**src/shared/fpl_consts.vh**
```
// Constants for the fast parallel configuration loader
`ifndef FPL_CONSTS_VH
`define FPL_CONSTS_VH
`define FPL_CLK_MHZ 100
`define FPL_T_REQ_LOW_NS 600
`define FPL_T_STAT_MIN_US 268
`define FPL_T_STAT_MAX_US 1506
`define FPL_T_UM_MIN_US 175
`define FPL_T_UM_MAX_US 437
`define FPL_STAT_LOW_CYC (`FPL_T_STAT_MIN_US * `FPL_CLK_MHZ)
`define FPL_UM_CYC (`FPL_T_UM_MIN_US * `FPL_CLK_MHZ)
`define FPL_CU_PERIODS 4
`define FPL_USR_CYC 8576
`define FPL_RATIO_PLAIN 4'h1
`define FPL_RATIO_SEC 4'h4
`define FPL_RATIO_DEC 4'h8
`define FPL_WIDTH_8 2'h0
`define FPL_WIDTH_16 2'h1
`define FPL_WIDTH_32 2'h2
`endif

```
**src/rtl/fpl_sync.v**
```verilog
// Two-flop synchroniser bank with edge detect on the settled copy
`timescale 1ns/1ps
module fpl_sync #(
  parameter W = 1
) (
  input wire clk,
  input wire rst_b,
  input wire ce,
  input wire [W-1:0] async_in,
  output wire [W-1:0] sync_out,
  output wire [W-1:0] rise,
  output wire [W-1:0] fall
);
  reg [W-1:0] meta_q;
  reg [W-1:0] sync_q;
  reg [W-1:0] prev_q;
  // First stage is read by the second only
  always @(posedge clk or negedge rst_b) begin
    if (!rst_b) begin
      meta_q <= {W{1'b0}};
      sync_q <= {W{1'b0}};
      prev_q <= {W{1'b0}};
    end else if (ce) begin
      meta_q <= async_in;
      sync_q <= meta_q;
      prev_q <= sync_q;
    end
  end
  assign sync_out = sync_q;
  assign rise = sync_q & ~prev_q;
  assign fall = ~sync_q & prev_q;
endmodule

```
**src/rtl/fpl_loader.v**
```verilog
// Device side of the fast parallel configuration load
`timescale 1ns/1ps
`include "fpl_consts.vh"
module fpl_loader #(
  parameter NWORDS = 32'd1024,
  parameter STAT_CYC = `FPL_STAT_LOW_CYC,
  parameter UM_CYC = `FPL_UM_CYC,
  parameter USR_CYC = `FPL_USR_CYC
) (
  input wire clk,
  input wire rst_b,
  input wire ce,
  input wire cfg_req_b,
  input wire cfg_clock,
  input wire user_init_clock,
  input wire [31:0] cfg_data,
  input wire [1:0] width_sel,
  input wire decomp_en,
  input wire secure_en,
  input wire use_user_clk,
  input wire status_in,
  output reg status_out_b,
  output reg status_oe_b,
  output reg cfg_complete,
  output reg user_mode,
  output reg [31:0] word_out,
  output reg word_valid,
  output reg [3:0] ratio_out
);
  localparam [5:0] S_RESET = 6'h01;
  localparam [5:0] S_HOLD = 6'h02;
  localparam [5:0] S_WAITREQ = 6'h04;
  localparam [5:0] S_LOAD = 6'h08;
  localparam [5:0] S_INIT = 6'h10;
  localparam [5:0] S_USER = 6'h20;

  wire [2:0] pin_lvl_w;
  wire [2:0] pin_rise_w;
  wire [2:0] pin_fall_w;
  wire req_s;
  wire cfg_clock_r;
  wire uclk_r;
  wire req_fall_w;
  // Request, link clock and user clock pins, two flops each
  fpl_sync #(.W(3)) u_sync (
    .clk(clk),
    .rst_b(rst_b),
    .ce(ce),
    .async_in({cfg_req_b, cfg_clock, user_init_clock}),
    .sync_out(pin_lvl_w),
    .rise(pin_rise_w),
    .fall(pin_fall_w)
  );
  // Bit order follows the concatenation above
  assign req_s = pin_lvl_w[2];
  assign cfg_clock_r = pin_rise_w[1];
  assign uclk_r = pin_rise_w[0];
  assign req_fall_w = pin_fall_w[2];
  // Status line level seen through the pad; a separate flop pair
  reg st_meta_q;
  reg st_sync_q;
  always @(posedge clk or negedge rst_b) begin
    if (!rst_b) begin
      st_meta_q <= 1'b0;
      st_sync_q <= 1'b0;
    end else if (ce) begin
      st_meta_q <= status_in;
      st_sync_q <= st_meta_q;
    end
  end

  // Ratio chosen from the option bits only; decompression wins over security
  reg [3:0] ratio_w;
  always @* begin
    if (decomp_en)
      ratio_w = `FPL_RATIO_DEC;
    else if (secure_en)
      ratio_w = `FPL_RATIO_SEC;
    else
      ratio_w = `FPL_RATIO_PLAIN;
  end

  // Width mask keeps unused upper lines out of the word
  reg [31:0] data_mask_w;
  always @* begin
    case (width_sel)
      `FPL_WIDTH_8: data_mask_w = 32'h0000_00ff;
      `FPL_WIDTH_16: data_mask_w = 32'h0000_ffff;
      default: data_mask_w = 32'hffff_ffff;
    endcase
  end

  // Data sampled twice too, aligned with the synced clock edge
  reg [31:0] d_meta_q;
  reg [31:0] d_sync_q;
  always @(posedge clk or negedge rst_b) begin
    if (!rst_b) begin
      d_meta_q <= 32'h0000_0000;
      d_sync_q <= 32'h0000_0000;
    end else if (ce) begin
      d_meta_q <= cfg_data;
      d_sync_q <= d_meta_q;
    end
  end

  reg [5:0] st_q;
  reg [31:0] cnt_q;
  reg [3:0] phase_q;
  reg [31:0] words_q;
  reg [3:0] ratio_q;
  reg [31:0] acc_q;
  // Main sequencer
  always @(posedge clk or negedge rst_b) begin
    if (!rst_b) begin
      st_q <= S_RESET;
      cnt_q <= 32'h0000_0000;
      phase_q <= 4'h0;
      words_q <= 32'h0000_0000;
      ratio_q <= `FPL_RATIO_PLAIN;
      acc_q <= 32'h0000_0000;
      status_out_b <= 1'b0;
      status_oe_b <= 1'b0;
      cfg_complete <= 1'b0;
      user_mode <= 1'b0;
      word_out <= 32'h0000_0000;
      word_valid <= 1'b0;
      ratio_out <= `FPL_RATIO_PLAIN;
    end else if (ce) begin
      word_valid <= 1'b0;
      ratio_out <= ratio_q;
      if (req_fall_w || !req_s) begin
        // Few cycles through sync, well under 600 ns
        st_q <= S_HOLD;
        status_out_b <= 1'b0;
        status_oe_b <= 1'b0;
        cfg_complete <= 1'b0;
        user_mode <= 1'b0;
        // Saturates, so a long request never restarts the low count
        if (st_q != S_HOLD)
          cnt_q <= 32'h0000_0000;
        else if (cnt_q < STAT_CYC)
          cnt_q <= cnt_q + 32'h0000_0001;
      end else begin
        case (st_q)
          S_RESET: begin
            st_q <= S_HOLD;
            cnt_q <= 32'h0000_0000;
          end
          S_HOLD: begin
            // Minimum low time, then let go of the pad
            if (cnt_q >= STAT_CYC - 32'h0000_0001) begin
              status_oe_b <= 1'b1;
              status_out_b <= 1'b1;
              st_q <= S_WAITREQ;
            end else
              cnt_q <= cnt_q + 32'h0000_0001;
          end
          S_WAITREQ: begin
            // Someone outside may stretch status low
            if (st_sync_q) begin
              st_q <= S_LOAD;
              ratio_q <= ratio_w;
              phase_q <= 4'h0;
              words_q <= 32'h0000_0000;
            end
          end
          S_LOAD: begin
            if (cfg_clock_r) begin
              if (phase_q == 4'h0)
                acc_q <= d_sync_q & data_mask_w;
              // Extra clocks go to decrypt and expand
              if (phase_q == ratio_q - 4'h1) begin
                phase_q <= 4'h0;
                word_out <= (phase_q == 4'h0) ?
                  (d_sync_q & data_mask_w) : acc_q;
                word_valid <= 1'b1;
                words_q <= words_q + 32'h0000_0001;
                if (words_q == NWORDS - 32'h0000_0001) begin
                  cfg_complete <= 1'b1;
                  st_q <= S_INIT;
                  cnt_q <= 32'h0000_0000;
                end
              end else
                phase_q <= phase_q + 4'h1;
            end
          end
          S_INIT: begin
            if (use_user_clk) begin
              // Count config clocks first, then user clocks
              if (cnt_q < `FPL_CU_PERIODS) begin
                if (cfg_clock_r)
                  cnt_q <= cnt_q + 32'h0000_0001;
              end else if (uclk_r) begin
                if (cnt_q >= USR_CYC + `FPL_CU_PERIODS - 1) begin
                  user_mode <= 1'b1;
                  st_q <= S_USER;
                end else
                  cnt_q <= cnt_q + 32'h0000_0001;
              end
            end else begin
              if (cnt_q >= UM_CYC - 32'h0000_0001) begin
                user_mode <= 1'b1;
                st_q <= S_USER;
              end else
                cnt_q <= cnt_q + 32'h0000_0001;
            end
          end
          S_USER: st_q <= S_USER;
          default: st_q <= S_RESET;
        endcase
      end
    end
  end
endmodule

```
**config.mk**
```make
export PLATFORM = sky130hd
export DESIGN_NAME = fpl_loader
export DESIGN_NICKNAME = d
export VERILOG_FILES = /design/src/rtl/fpl_sync.v /design/src/rtl/fpl_loader.v
export VERILOG_INCLUDE_DIRS = /design/src /design/src/shared
export SDC_FILE = /design/constraint.sdc
export NUM_CORES = 1
export LEC_CHECK = 0
export BUFFER_PORTS_ARGS = -buffer_cell sky130_fd_sc_hd__buf_2
export CELL_PAD_IN_SITES_DETAIL_PLACEMENT = 1
export CELL_PAD_IN_SITES_GLOBAL_PLACEMENT = 1
export CORE_UTILIZATION = 49
export CTS_BUF_LIST = sky130_fd_sc_hd__clkbuf_4
export DETAILED_ROUTE_END_ITERATION = 8
export GPL_TIMING_DRIVEN = 0
export PLACE_DENSITY_LB_ADDON = 0.1
export SLEW_MARGIN = 25
export SYNTH_ARGS = -nofsm -noshare
export SYNTH_HDL_FRONTEND = slang
export SYNTH_SLANG_ARGS = --single-unit
```
**constraint.sdc**
```tcl
create_clock -name clk -period 3.2 [get_ports clk]
set_clock_uncertainty 0.2 [all_clocks]
set_input_delay 0.32 -clock clk [delete_from_list [all_inputs] [get_ports clk]]
set_output_delay 0.32 -clock clk [all_outputs]
set_load 0.1 [all_outputs]
```
; Yosys cells after proc, flatten, opt, wreduce, memory -nomap -nowiden
; Index checks and enable logic that the tools add are counted.
[totals]
reg_bits = 225
input_bits = 44
out_inout_bits = 41
[op_classes]
n_bitwise = 6
n_addsub = 4
order_cmp = 5
n_reduce_logical = 24
n_mux = 57
eq_ne = 31
[op_table]
columns = operator, n
row1 = $mux W32, 17
row2 = $pmux W32 S2, 2
row3 = $pmux W32 S4, 1
row4 = $mux W6, 11
row5 = $add A32 B1 Y32 const B, 2
row6 = $ge A32 B15 Y1 const B, 2
row7 = $pmux W6 S6, 1
row8 = $and A32 B32 Y32, 1
row9 = $eq A32 B10 Y1 const B, 1
row10 = $ge A32 B14 Y1 const B, 1
row11 = $lt A32 B15 Y1 const B, 1
row12 = $lt A32 B3 Y1 const B, 1
row13 = $ne A3 B3 Y1 const B, 7
row14 = $ne A4 B4 Y1 const B, 5
row15 = $mux W1, 19
row16 = $mux W4, 4
row17 = $reduce_bool A2 Y1, 8
row18 = $ne A5 B5 Y1 const B, 3
row19 = $reduce_and A5 Y1, 3
row20 = $reduce_and A6 Y1, 2
row21 = $reduce_and A11 Y1, 1
row22 = $reduce_and A10 Y1, 1
row23 = $ne A3 B1 Y1 const B, 3
row24 = $pmux W4 S2, 1
row25 = other kinds (26), 29

; Longest topological paths before layout
[depth]
depth_word = 7
depth_mapped = 11
ltp_nobuf = 9

; Hierarchy
; A second synthesis with hierarchy kept.
[hier_totals]
hier_cells = 977
area_unflattened_um2 = 10321.1
[modules_own_cells]
columns = module, cells_each, n_inst, area_per_inst_um2
row1 = fpl_loader, 952, 1, 9912.0
row2 = fpl_sync, 25, 1, 409.1

; Least setup slack after synthesis
; OpenSTA, ideal clock, no wires.
[synth_timing]
path_kind = register to register
startpoint = register st_q[5]
endpoint = register words_q[26]
path_stages_with_launch = 9
n_path_buf = 1
period_less_slack_ps = 2884
setup_time_ps = 132
t_arrival_ps = 2552
setup_slack_ps = 316
path_cell_list = dfrtp_1 -> buf_6 -> or4b_4 -> or3_4 -> a2111oi_4 -> nand4_1 -> or3_1 -> xnor2_1 -> nor2_1
[synth_via]
elab_chain_len = 3
word_cells_on_any_way = 8
[synth_rtl]
columns = element, line_no
row1 = from (decl), fpl_loader.v:106  ; reg [5:0] st_q;
row2 = from (signal assigned), fpl_loader.v:115  ; st_q <= S_RESET;
row3 = from (signal assigned), fpl_loader.v:133  ; st_q <= S_HOLD;
row4 = from (signal assigned), fpl_loader.v:146  ; st_q <= S_HOLD;
row5 = $eq A6 B4 Y1 / $eq A6 B3 Y1 (equally long branches), fpl_loader.v:144  ; case (st_q)
row6 = $ne A2 B2 Y1 (no line) / $reduce_bool A2 Y1 (equally long branches), --
row7 = $reduce_and A6 Y1 (no line), --
row8 = to (signal assigned), fpl_loader.v:177  ; words_q <= words_q + 32'h0000_0001;
row9 = to (decl), fpl_loader.v:109  ; reg [31:0] words_q;
; Parallel ways exist; a longest one is shown, timed or not.
; A chain may end at the register's enable or synchronous reset.

; Worst setup path after layout
[layout_timing]
startpoint = register st_q[5]
endpoint = register words_q[27]
; The elaborated chain is that of the path after synthesis.

==> run metrics <==
status=complete, but fails checks; failing checks=DRC; leakage=5.63 nW; first-pass GRT wire length=44800 um; synthesized instance count=967; Synth Area in Adders=0.00619; DRT antenna net count=0; sw power=1.82 mW; Crit. End Element=register; Sequential Power Share=0.483; Mapped Nets=1016; RSZ-0062 raised after global routing=true; Layout Cells excl Fill=1479; Clock Pin Slew Worst Setup and Hold Paths=0.07 ns; Final Max Tran Viols=0; Setup crit start kind=register; Clk pwr share=0.387; DR DRC count=1; Tcrit/Tclk final=0.954; R2R Path End=words_q[27]; Final Hold Viols=0; Switching Share=0.284; share of cells above drive strength 1=0.265; most frequent cell after synthesis=dfrtp_1; combinational power share=0.130; Final min period=3.05 ns; setup TNS=0 ns; via count=8076; Final Util=0.603; GR Util met3=0.0439; initial core utilization=0.499; Multi-input gate area=4270 um2; Max rail drop VDD=0.000419 V; Seq. cell area=5560 um2; Distinct cells, synth=60; clock root buffer=clkbuf_4; Synth Area in Compound Gates=0.105; clk buf depth=3; Post-DP HPWL=17000 um; EDFF count, synth=0; post-place setup slack=-0.392 ns; CP required=3.53 ns; Via density=5.46; post-synthesis sequential area ratio=0.550; main combinational cell family by area after synthesis=simple AND/OR/NAND/NOR gates; top cell type's share of synthesized area=0.542; met2 usage=0.436; met1 Use GR=0.348; reg2reg start=st_q[5]; FF-to-FF setup slack=0.15 ns; drt wl/cell=18.0 um; vias in the first global route=8881; Clock Latency Late Sink=0.67 ns; CTS H-tree lvls=2; top cells by area, synth=dfrtp_1 (54%), mux2_2 (9.8%), nor2_1 (4.6%); mux share of post-synthesis cell area=0.109; Num CTS Buffers=59; Synth area leader=dfrtp_1; die area=21200 um2; Worst Hold Class=primary input to async pin; PortBufs=82; overall global routing resource usage=0.263; CP Data Arrival Time=3.38 ns; Avg Inst Size Synth=10.4 um2; die height=146 um; 1st-pass router iterations=7; DP Area=10900 um2; Sink Count=222; class of the most critical setup path=register to register; Max-slew headroom=0.456; Die Span X=146 um; Top Ports=85; CP Max Fanout=10; largest net degree at the start of global routing=81; PwrDens=525 nW/um2; Final setup viols=0; Layout Cell Area excl Fill=12200 um2; Mapped Area=10100 um2; Starting DRT DRC Count=271; initial antenna violation count=2; WHS=0.0241 ns; Worst R2R Path Depth=10; ys async rst share=1.00; grt peak-use layer=met2; yosys warns=0; Layout area overhead=20.8%; DRT Wirelength=26600 um; cell row count=52; xor/xnor share of the synthesized area=0.0248; GRT Residual Overflow=0; Final #Nets=1209; Post-Synth Simple-Gate Area=0.173; CTS tree=yes; fill count=2262; actual slew at the worst max-slew pin=0.816 ns; Max Clk Rate=328 MHz; dpl cells=1321; worst setup margin=0.147 ns; core area=20200 um2; synth cell count leaders=dfrtp_1 (219), nor2_1 (125), mux2_2 (88); Most used DFF post-synth=dfrtp_1; total power=6.40 mW; synthesis-stage register bit count=222; P_int=4.58 mW; max-cap violations=0; GP Congestion=0.795
## what timing repair did
item                                   CTS  global route
setup buffers                            4             3
hold buffers                            42             0
resized for setup                        6            31
setup endpoints to repair               86           106
pin swaps                                2             4
endpoints found under the hold margin  269             0
## cell usage in the layout (no fill, tap or decap), types with 9 or more instances in the layout
cell	synthesis	layout
a21oi_1	78	77
a31oi_1	13	13
a41oi_1	9	9
and3_1	9	9
and4_1	10	10
buf_2	2	82
buf_4	2	10
clkbuf_1	47	34
clkbuf_2	1	13
clkbuf_4	0	89
clkinv_1	0	15
dfrtp_1	219	218
dlygate4sd3_1	0	42
inv_1	19	19
mux2_2	88	88
mux2i_1	11	11
nand2_1	87	87
nand3_1	20	20
nand4_1	15	15
nor2_1	125	124
nor3_1	15	14
nor4_1	16	15
o21ai_0	61	60
or3_1	11	10
xnor2_1	15	15
xor2_1	11	11
## power by group through the flow
stage / registers (mW) / clock network (mW) / logic [mW]
after global placement: 3.13 / 0 / 0.719
final: 3.09 / 2.47 / 0.834
after global routing: 3.11 / 2.69 / 0.927
after floorplan: 3.11 / 0 / 0.494
after detailed placement: 3.14 / 0 / 0.757
after CTS: 3.09 / 2.54 / 0.827
## sequential cells by signal (all words and copies together), names as in the netlist
| register | count |
|---|---|
| acc_q | 32 |
| cnt_q | 32 |
| d_meta_q | 32 |
| d_sync_q | 32 |
| word_out | 32 |
| words_q | 32 |
| st_q | 6 |
| phase_q | 4 |
| ratio_out | 3 |
| ratio_q | 3 |
| u_sync.meta_q | 3 |
| u_sync.sync_out | 3 |
| u_sync.prev_q | 2 |
| cfg_complete | 1 |
| st_meta_q | 1 |
| st_sync_q | 1 |
| status_oe_b | 1 |
| user_mode | 1 |
| word_valid | 1 |
## area by class of cell
class                           count  share of cell area
Sequential cell                   222               0.456
Inverter                           19             0.00585
Buffer                             56              0.0214
Antenna cell                        2            0.000410
Clock buffer                       89              0.0548
Tap cell                          270              0.0277
Clock inverter                     19             0.00636
Timing Repair Buffer              133              0.0777
Multi-Input combinational cell    669               0.350
## critical path: stages, from the launching register on
cell       delay, ns
dfrtp_1         0.37
buf_6           0.13
or4b_4          0.53
or3_4           0.37
a2111oi_4       0.39
buf_6           0.19
nand4_4         0.16
buf_6           0.20
nor4_4          0.15
xnor2_1         0.15
nor2_1          0.06
## cell families after synthesis
kind of cell,after synthesis
multiplexers,99
AO/OA/AOI/OAI,184
flip-flops,222
adder cells (fa/ha/maj),5
XOR/XNOR,27
other,1
buffers and inverters,76
AND/OR/NAND/NOR,353
## metal layers
layer	wire length [um]	vias to the layer above	part of all wire
met5	0	-	0
met4	678	0	0.025
met3	819	57	0.031
met2	13000	137	0.49
met1	12200	4057	0.46
li1	-	3825	-
## worst max-delay path by stage
| stage | startpoint | to | slack [ns] | cells after the start |
|---|---|---|---|---|
| after floorplan | st_q[5] | words_q[26] | 0.32 | 8 |
| after global routing | st_q[3] | cnt_q[8] | -0.01 | 9 |
| after global placement | rst_b | word_out[13] | -2.37 | 1 |
| after CTS | st_q[1] | words_q[27] | 0.01 | 10 |
| after detailed placement | st_q[3] | cnt_q[31] | -0.39 | 9 |
| final | st_q[5] | words_q[27] | 0.15 | 10 |
No activity file was read; power rests on OpenSTA's default activity.
